### config.mk
export PLATFORM = sky130hd
export DESIGN_NAME = ruc_ctrl
export DESIGN_NICKNAME = d
export VERILOG_FILES = /design/src/design/ruc_pkg.sv /design/src/design/ruc_ctrl.sv
export SDC_FILE = /design/constraint.sdc
export NUM_CORES = 1
export LEC_CHECK = 0
export BUFFER_PORTS_ARGS = -buffer_cell sky130_fd_sc_hd__buf_2
export CAP_MARGIN = 20
export CELL_PAD_IN_SITES_DETAIL_PLACEMENT = 1
export CELL_PAD_IN_SITES_GLOBAL_PLACEMENT = 1
export CORE_ASPECT_RATIO = 0.7
export CORE_MARGIN = 1.5
export CORE_UTILIZATION = 40
export CTS_CLUSTER_SIZE = 12
export DETAILED_ROUTE_END_ITERATION = 7
export GPL_ROUTABILITY_DRIVEN = 0
export PLACE_DENSITY_LB_ADDON = 0.1
export SLEW_MARGIN = 20
export SYNTH_ARGS = -nofsm -noshare
export SYNTH_HDL_FRONTEND = slang
export SYNTH_SLANG_ARGS = --single-unit
### constraint.sdc
create_clock -name pclk -period 5 [get_ports pclk]
set_input_delay 0.25 -clock pclk [delete_from_list [all_inputs] [get_ports pclk]]
set_output_delay 0.25 -clock pclk [all_outputs]
set_load 0.005 [all_outputs]
### src/design/ruc_pkg.sv
// constants, encodings and carrier types of the remote update configuration controller
package ruc_pkg;

    // ------------------------------------------------------------
    // register map (byte addresses, one aligned word each)
    // ------------------------------------------------------------
    localparam int              ADDR_W        = 8;
    localparam logic [7:0]      OFF_CTRL      = 8'h00;
    localparam logic [7:0]      OFF_WD_TIME   = 8'h04;
    localparam logic [7:0]      OFF_STATUS    = 8'h08;
    localparam logic [7:0]      OFF_CMD       = 8'h0C;
    localparam logic [7:0]      OFF_WD_COUNT  = 8'h10;

    // ------------------------------------------------------------
    // field positions and reset values
    // ------------------------------------------------------------
    localparam int              PAGE_W        = 3;
    localparam int              CTRL_PAGE_LSB = 0;
    localparam int              CTRL_WDEN_BIT = 3;
    localparam int              CMD_RECFG_BIT = 0;
    localparam int              CMD_KICK_BIT  = 1;
    localparam int              ST_CAUSE_LSB  = 0;
    localparam int              ST_PAGE_LSB   = 4;
    localparam int              ST_FACT_BIT   = 8;
    localparam int              ST_USER_BIT   = 9;
    localparam int              ST_REMOTE_BIT = 10;
    localparam int              ST_WDEN_BIT   = 11;
    localparam int              ST_SCHBAD_BIT = 12;
    localparam logic [2:0]      FACTORY_PAGE  = 3'h0;
    localparam logic [2:0]      CTRL_PAGE_RST = 3'h1;

    // ------------------------------------------------------------
    // enumerations
    // ------------------------------------------------------------
    typedef enum logic [2:0] {
        CAUSE_NONE, CAUSE_LOAD_ERR, CAUSE_WDOG, CAUSE_USER, CAUSE_PIN
    } ruc_cause_type;

    typedef enum logic [1:0] {
        SCHEME_SERIAL, SCHEME_SYNC_PAR, SCHEME_ASYNC_PAR, SCHEME_RSVD
    } ruc_scheme_type;

    typedef enum logic [1:0] {
        ST_POR, ST_LOAD, ST_INIT, ST_USER
    } ruc_state_type;

    // ------------------------------------------------------------
    // carriers towards the paged configuration store
    // ------------------------------------------------------------
    typedef struct packed {
        logic              start;
        logic [PAGE_W-1:0] page;
    } ruc_load_req_type;

    typedef struct packed {
        logic done;
        logic err;
    } ruc_load_rsp_type;

endpackage

### src/design/ruc_ctrl.sv
// remote update configuration controller: loader sequencer, user watchdog and apb registers
`timescale 1ns/1ps
`default_nettype none

module ruc_ctrl #(
    parameter int               WD_W       = 24,
    parameter logic [2:0]       LOCAL_PAGE = 3'h1
) (
    // clock and reset
    input  wire logic                              pclk,
    input  wire logic                              presetn,
    // apb slave
    input  wire logic                              psel,
    input  wire logic                              penable,
    input  wire logic                              pwrite,
    input  wire logic [ruc_pkg::ADDR_W-1:0]        paddr,
    input  wire logic [31:0]                       pwdata,
    output logic      [31:0]                       prdata,
    output logic                                   pready,
    output logic                                   pslverr,
    // straps and reconfiguration pin
    input  wire logic                              strap_remote_mode,
    input  wire logic [1:0]                        strap_scheme,
    input  wire logic                              strap_mem_source,
    input  wire logic                              reconfig_n,
    // paged configuration store
    output ruc_pkg::ruc_load_req_type              load_req,
    input  wire ruc_pkg::ruc_load_rsp_type         load_rsp,
    // device state
    output logic                                   io_enable,
    output logic                                   user_rst,
    output logic                                   user_mode,
    output logic                                   app_active
);

    // ------------------------------------------------------------
    // parameter checks
    // ------------------------------------------------------------
    if (WD_W < 1 || WD_W > 32) begin : g_bad_wd_w
        $error("ruc_ctrl: WD_W must lie in 1..32");
    end
    if (LOCAL_PAGE == ruc_pkg::FACTORY_PAGE) begin : g_bad_local
        $error("ruc_ctrl: LOCAL_PAGE must not be the factory page");
    end

    // ------------------------------------------------------------
    // state
    // ------------------------------------------------------------
    typedef struct packed {
        ruc_pkg::ruc_state_type       state;
        logic [1:0]                   remote_s;
        logic [1:0][1:0]              scheme_s;
        logic [1:0]                   memsrc_s;
        logic [2:0]                   recfg_s;
        logic [1:0]                   done_s;
        logic [1:0]                   err_s;
        logic                         remote;
        logic                         factory;
        logic                         scheme_bad;
        logic [1:0]                   por_fill;        // strap synchronisers filled
        logic                         armed;           // previous load answer drained
        ruc_pkg::ruc_load_req_type    load;
        ruc_pkg::ruc_cause_type       cause;
        logic [2:0]                   ctrl_page;
        logic                         wd_en;
        logic [WD_W-1:0]              wd_time;
        logic [WD_W-1:0]              wd_cnt;
        logic                         recfg_req;
        logic                         io_en;
        logic                         urst;
        logic [31:0]                  rdata;
        logic                         slverr;
    } ruc_regs_type;

    ruc_regs_type state_r;
    ruc_regs_type state_nxt;

    // register index decode for the error flag, set in setup for both reads and writes
    function automatic logic known_addr(input logic [ruc_pkg::ADDR_W-1:0] a);
        known_addr = (a == ruc_pkg::OFF_CTRL)   || (a == ruc_pkg::OFF_WD_TIME) ||
                     (a == ruc_pkg::OFF_STATUS) || (a == ruc_pkg::OFF_CMD)     ||
                     (a == ruc_pkg::OFF_WD_COUNT);
    endfunction

    // start a load of the given page: one-cycle request pulse, pins released
    function automatic ruc_regs_type begin_load(input ruc_regs_type s, input logic [2:0] pg);
        ruc_regs_type t;
        t            = s;
        t.state      = ruc_pkg::ST_LOAD;
        t.load.start = 1'b1;
        t.load.page  = pg;
        t.io_en      = 1'b0;
        t.armed      = 1'b0;                                  // stale answers ignored
        begin_load   = t;
    endfunction

    // ------------------------------------------------------------
    // next-state logic
    // ------------------------------------------------------------
    logic setup_ph;
    logic wr_acc;
    logic wd_run;
    logic kick;
    logic pin_edge;

    always_comb begin
        state_nxt            = state_r;
        state_nxt.load.start = 1'b0;
        state_nxt.urst       = 1'b0;

        // two-flop synchronisers for the straps and load answer, three flops for the reconfiguration pin
        state_nxt.remote_s  = {state_r.remote_s[0], strap_remote_mode};
        state_nxt.scheme_s  = {state_r.scheme_s[0], strap_scheme};
        state_nxt.memsrc_s  = {state_r.memsrc_s[0], strap_mem_source};
        state_nxt.recfg_s   = {state_r.recfg_s[1:0], reconfig_n};
        state_nxt.done_s    = {state_r.done_s[0], load_rsp.done};
        state_nxt.err_s     = {state_r.err_s[0], load_rsp.err};
        // straps are trusted only after two edges of synchronisation;
        // a reconfiguration pin restart finds them already filled
        state_nxt.por_fill  = {state_r.por_fill[0], 1'b1};
        // falling edge seen between the second and third flops only
        pin_edge = state_r.recfg_s[2] & ~state_r.recfg_s[1];

        setup_ph = psel & ~penable;
        wr_acc   = psel & penable & pwrite;

        // watchdog runs only for an application image, never for factory
        wd_run = (state_r.state == ruc_pkg::ST_USER) & state_r.wd_en & ~state_r.factory;
        kick   = wr_acc && paddr == ruc_pkg::OFF_CMD && pwdata[ruc_pkg::CMD_KICK_BIT]
                 && wd_run && state_r.remote;

        // read data and error captured in setup so the access phase can finish at once
        if (setup_ph) begin
            state_nxt.slverr = ~known_addr(paddr);
            state_nxt.rdata  = 32'h0000_0000;
            unique case (paddr)
                ruc_pkg::OFF_CTRL: begin
                    state_nxt.rdata[ruc_pkg::CTRL_PAGE_LSB +: ruc_pkg::PAGE_W] = state_r.ctrl_page;
                    state_nxt.rdata[ruc_pkg::CTRL_WDEN_BIT] = state_r.wd_en;
                end
                ruc_pkg::OFF_WD_TIME: begin
                    state_nxt.rdata[WD_W-1:0] = state_r.wd_time;
                end
                ruc_pkg::OFF_STATUS: begin
                    state_nxt.rdata[ruc_pkg::ST_CAUSE_LSB +: $bits(ruc_pkg::ruc_cause_type)] = state_r.cause;
                    state_nxt.rdata[ruc_pkg::ST_PAGE_LSB +: ruc_pkg::PAGE_W] = state_r.load.page;
                    state_nxt.rdata[ruc_pkg::ST_FACT_BIT]   = state_r.factory;
                    state_nxt.rdata[ruc_pkg::ST_USER_BIT]   = (state_r.state == ruc_pkg::ST_USER);
                    state_nxt.rdata[ruc_pkg::ST_REMOTE_BIT] = state_r.remote;
                    state_nxt.rdata[ruc_pkg::ST_WDEN_BIT]   = state_r.wd_en;
                    state_nxt.rdata[ruc_pkg::ST_SCHBAD_BIT] = state_r.scheme_bad;
                end
                ruc_pkg::OFF_WD_COUNT: begin
                    state_nxt.rdata[WD_W-1:0] = state_r.wd_cnt;
                end
                default: begin
                    state_nxt.rdata = 32'h0000_0000;              // cmd and holes read zero
                end
            endcase
        end

        // register writes take effect at the completing edge
        if (wr_acc) begin
            unique case (paddr)
                ruc_pkg::OFF_CTRL: begin
                    state_nxt.ctrl_page = pwdata[ruc_pkg::CTRL_PAGE_LSB +: ruc_pkg::PAGE_W];
                    state_nxt.wd_en     = pwdata[ruc_pkg::CTRL_WDEN_BIT];
                end
                ruc_pkg::OFF_WD_TIME: begin
                    state_nxt.wd_time = pwdata[WD_W-1:0];
                end
                ruc_pkg::OFF_CMD: begin
                    if (pwdata[ruc_pkg::CMD_RECFG_BIT]) begin
                        state_nxt.recfg_req = 1'b1;
                    end
                end
                default: begin
                end
            endcase
        end

        // loader sequence
        unique case (state_r.state)
            ruc_pkg::ST_POR: begin
                state_nxt.io_en   = 1'b0;
                state_nxt.remote  = state_r.remote_s[1];
                // a memory source cannot drive the asynchronous parallel scheme
                state_nxt.scheme_bad = (state_r.scheme_s[1] == ruc_pkg::SCHEME_RSVD) ||
                                       (state_r.memsrc_s[1] &&
                                        state_r.scheme_s[1] == ruc_pkg::SCHEME_ASYNC_PAR);
                // before the fill the stages still hold reset values, not the pins
                if (!state_nxt.scheme_bad && state_r.por_fill[1]) begin
                    state_nxt = begin_load(state_nxt, state_r.remote_s[1] ?
                                           ruc_pkg::FACTORY_PAGE : LOCAL_PAGE);
                end
            end
            ruc_pkg::ST_LOAD: begin
                // the answer to an earlier start may still stand in the synchronisers;
                // listen only once both lines have been seen low since this start
                if (!state_r.armed) begin
                    state_nxt.armed = ~state_r.err_s[1] & ~state_r.done_s[1];
                end else if (state_r.err_s[1]) begin
                    if (state_r.load.page != ruc_pkg::FACTORY_PAGE) begin
                        state_nxt.cause = ruc_pkg::CAUSE_LOAD_ERR;
                    end
                    // a failing factory image is simply retried
                    state_nxt = begin_load(state_nxt, ruc_pkg::FACTORY_PAGE);
                end else if (state_r.done_s[1]) begin
                    state_nxt.state = ruc_pkg::ST_INIT;
                end
            end
            ruc_pkg::ST_INIT: begin
                state_nxt.io_en   = 1'b1;
                state_nxt.urst    = 1'b1;
                state_nxt.factory = (state_r.load.page == ruc_pkg::FACTORY_PAGE);
                state_nxt.wd_cnt  = state_r.wd_time;
                state_nxt.recfg_req = 1'b0;
                state_nxt.state   = ruc_pkg::ST_USER;
            end
            ruc_pkg::ST_USER: begin
                if (wd_run && state_r.wd_cnt == '0) begin
                    state_nxt.cause = ruc_pkg::CAUSE_WDOG;
                    state_nxt = begin_load(state_nxt, ruc_pkg::FACTORY_PAGE);
                end else if (state_r.recfg_req) begin
                    state_nxt.recfg_req = 1'b0;
                    state_nxt.cause     = ruc_pkg::CAUSE_USER;
                    // factory in remote mode launches the chosen page, any other image returns to factory
                    state_nxt = begin_load(state_nxt, (state_r.factory && state_r.remote) ?
                                           state_r.ctrl_page : ruc_pkg::FACTORY_PAGE);
                end else if (kick) begin
                    state_nxt.wd_cnt = state_r.wd_time;
                end else if (wd_run) begin
                    state_nxt.wd_cnt = state_r.wd_cnt - 1'b1;
                end
            end
        endcase

        // the reconfiguration pin forces a fresh power-up sequence from any state
        if (pin_edge) begin
            state_nxt.state      = ruc_pkg::ST_POR;
            state_nxt.io_en      = 1'b0;
            state_nxt.load.start = 1'b0;
            state_nxt.cause      = ruc_pkg::CAUSE_PIN;
            state_nxt.recfg_req  = 1'b0;
        end
    end

    // ------------------------------------------------------------
    // state register
    // ------------------------------------------------------------
    always_ff @(posedge pclk or negedge presetn) begin
        if (!presetn) begin
            state_r            <= '0;
            state_r.state      <= ruc_pkg::ST_POR;
            state_r.recfg_s    <= 3'h7;                  // pin idles high, no false edge
            state_r.remote_s   <= 2'h3;
            state_r.remote     <= 1'b1;
            state_r.cause      <= ruc_pkg::CAUSE_NONE;
            state_r.ctrl_page  <= ruc_pkg::CTRL_PAGE_RST;
            state_r.load.page  <= ruc_pkg::FACTORY_PAGE;
        end else begin
            state_r <= state_nxt;
        end
    end

    // ------------------------------------------------------------
    // outputs
    // ------------------------------------------------------------
    // zero-wait slave: data was prepared during the setup cycle
    assign pready     = 1'b1;
    assign prdata     = state_r.rdata;
    assign pslverr    = state_r.slverr;
    assign load_req   = state_r.load;
    assign io_enable  = state_r.io_en;
    assign user_rst   = state_r.urst;
    assign user_mode  = (state_r.state == ruc_pkg::ST_USER);
    assign app_active = (state_r.state == ruc_pkg::ST_USER) & ~state_r.factory;

endmodule

`default_nettype wire

==> impl_results.md <==
* Top Layer Used: met4
* Layout Skew at ~9.7 ps
* Netlist Area Pre-Place at 5450 µm²
* Minimum clock period at between 3000 and 4000 ps
* WHS Endpoint: state_r[80]$_DFFE_PN0P_
* Pwr Density at approximately 400 nW/µm²
* Reg-to-Reg End: state_r[39]$_DFFE_PN0P_
* Pwr Total at between 2 and 2.5 mW
* Pre-CTS WS at roughly 1900 ps
* DP HPWL at 10,700 µm
* CP Class: reg -> reg
* Final hold vios at 0
* ANT nets after route at 0
* Fill cells at around 1.5k
* Critical Path AT at 3480 ps
* HP Start: pwdata[20]
* Vias per cell at ~5.6
* H-tree levels at 3
* Status: finished clean
* I/O pin count at 94
* Worst-path clk slew at 90 ps
* Largest net degree at the start of global routing at 62
* Synth cell types at between 50 and 60
* Post-synthesis sequential area ratio at 50.7%
* Fin Setup TNS at 0 ps
* FF-to-FF Start: state_r[44]$_DFFE_PN0P_
* Setup Buffers After CTS at 0
* TritonCTS Buffers at 9
* Area grow syn2layout at 13.1%
* VDD IR max at 0.000200 V
* Final Net Count at roughly 630
* Placed cells at ~740
* Area occupied by multi-input gates at around 2300 µm²
* Worst Max-Slew Pin Slew at between 1000 and 1500 ps
* Initial DRC count at 322
* Post-CTS Resized at 0
* Post-Route M1 WL at around 7700 µm
* Crit path launch type: register
* Row count at 35
* DRC at 0
* Max-cap check violation count at 0
* FF+latch area at 2760 µm²
* Unrepaired setup endpoints after global routing: no
* N_diodes at 0
* CTS Sinks at 110
* Routed wire length at around 15,000 µm
* Vias in the first global route at 4,299
* Crit share post-route at between 60% and 70%
* Met3 routed WL at between 600 and 700 µm
* Vias at approximately 4.3k
* Initial antenna violation count at 0
* Die area at about 14,000 µm²
* CP top delay family: simple AND/OR/NAND/NOR gates
* Critical-path top delay cell: nor4_1
* Global Route Usage Sum at approximately 22%
* Port Buffer Count at between 70 and 80
* Fmax at around 310 MHz
* Initial DRT Pass Iterations at 5
* Reg2Reg Depth at 6
* CTS tree: done
* LEAKAGE at between 2 and 3 nW
* Worst path cell trace: nor4_1, nand4b_2, nor4_4, or3_1, a2bb2o_1, a21o_1
* Async S/R FF share, synth at 100%
* Syn. warnings at 0
* Die height at 101 µm
* Deepest clock path buffer count at 2
* Die W at about 140 µm
* Slowest Stage Delay on Critical Path at about 700 ps
* Final cell count without fillers at 766
* Worst-skew pair later-pin latency at ~360 ps
* Final setup viols at 0
* GRT overflow at 0
* Required @ worst endpoint at around 5300 ps
* CP Max Fanout at 11
* Hold crit path type: in -> reg
* CP Buf/Inv Count at 0
* Syn_area_per_cell at between 10 and 15 µm²
* EDFF count, synth at 0
* Top FF cell, synth: dfrtp_1
* Final WS setup at between 1500 and 2000 ps
* Layout cells sized above 1 at roughly a quarter
* #FFs+latches synth at 110
* Core Box Area at 13,200 µm²
* Final slew viol count at 0
* Initial Util at between 40% and 50%
* WHS Path Cells at 2
* Drt wl/cell at about 20 µm
* Routed met2 length at 6730 µm
* Post-synthesis instance total at 530
* Register-to-Register Setup Slack at ~1800 ps
* Root buf cell: clkbuf_16
* First-pass GRT wire length at 24,500 µm
* Crit path capture type: register
* Slew HR at 27.9%
-- through the flow --
| step | utilization, % | area, µm² | hold slack (ps) |
|---|---|---|---|
| final | 46.6 | 6160 | 117 |
| after global routing | 46.6 | 6160 | 109 |
| after CTS | 46.6 | 6160 | 108 |
| after detailed placement | 43.6 | 5760 | 336 |
| after global placement | 43.6 | 5760 | 326 |
| after floorplan | - | 5480 | -45.6 |
-- flip-flops by register name, indices dropped and copies added (netlist names) --
signal,flops
user_rst,1
io_enable,1
load_req,4
pslverr,1
state_r,79
prdata,24
-- layout by cell type (no fill, tap or decap), types with 6 or more instances in the layout --
cell / count
dfrtp_1: 103
buf_2: 75
nand2_1: 53
o21ai_0: 45
nor2_1: 38
mux2_2: 29
a21oi_1: 17
a22oi_1: 17
nor3_1: 13
nand3_1: 12
inv_1: 10
a222oi_1: 10
xor2_1: 10
conb_1: 10
a221o_1: 9
clkbuf_16: 9
or3_1: 8
dlygate4sd3_1: 8
nor4_1: 7
xnor2_1: 7
buf_4: 7
dfstp_2: 7
a211oi_1: 6
mux2i_1: 6
-- area by class of cell --
cell class / instances / share of cell area (%)
multi-input cells: 354 / 37.3
clock buffers: 9 / 3.65
repair buffers: 90 / 8.24
inverters: 11 / 0.670
well taps: 185 / 3.76
flip-flops and latches: 110 / 44.8
clock inverters: 7 / 1.56
-- Yosys cell counts, types with 12 or more instances --
library cell    n  area [µm²]
buf_4          37         278
nand3_1        12        60.1
mux2_2         29         327
o21ai_0        45         225
a22oi_1        17         128
clkbuf_1       16        60.1
dfrtp_1       103        2580
nand2_1        53         199
a21oi_1        17        85.1
nor2_1         38         143
nor3_1         14        70.1
-- power by group --
group | internal (mW) | total, mW | switching (mW)
clock network | 0.368 | 0.760 | 0.393
logic | 0.225 | 0.561 | 0.335
registers | 0.993 | 1.15 | 0.162
-- cell families (layout without fill, tap and decap cells) --
family                   count (synthesis)  in the layout  share of synthesized area, %
other                                    2             10                         0.138
buffers and inverters                   74            117                          8.01
flip-flops                             110            110                          50.7
AND/OR/NAND/NOR                        162            162                          15.0
multiplexers                            35             35                          7.09
XOR/XNOR                                17             17                          2.73
adder cells (fa/ha/maj)                  1              1                         0.230
AO/OA/AOI/OAI                          129            129                          16.2
-- metal layers --
layer	vias to the layer above	track usage, %
met3	12	4.13
met2	105	33.7
met4	0	4.44
met1	2163	33.9
li1	1977	-
met5	-	0
-- timing repair --
action / CTS / global route
endpoints found under the setup margin: 0 / 0
hold buffers: 8 / 0
hold endpoints to repair: 55 / 0
-- worst reg2reg max path: cells and delay by family (launching register included) --
kind            cells  cell delay, ps
simple gates        4            2220
flops               1             440
compound gates      2             480
-- how the worst max path moves through the flow --
| stage | startpoint | to | slack, ps | depth (start not counted) |
|---|---|---|---|---|
| global placement | state_r[44]$_DFFE_PN0P_ | state_r[39]$_DFFE_PN0P_ | 1920 | 6 |
| floorplan | state_r[47]$_DFFE_PN0P_ | load_req[0]$_DFFE_PN0P_ | 2220 | 8 |
| global route | state_r[44]$_DFFE_PN0P_ | state_r[39]$_DFFE_PN0P_ | 1580 | 6 |
| finish | state_r[44]$_DFFE_PN0P_ | state_r[39]$_DFFE_PN0P_ | 1770 | 6 |
| detailed placement | state_r[44]$_DFFE_PN0P_ | state_r[39]$_DFFE_PN0P_ | 1850 | 6 |
| CTS | state_r[44]$_DFFE_PN0P_ | state_r[39]$_DFFE_PN0P_ | 1840 | 6 |
No activity file was read; power rests on OpenSTA's default activity.
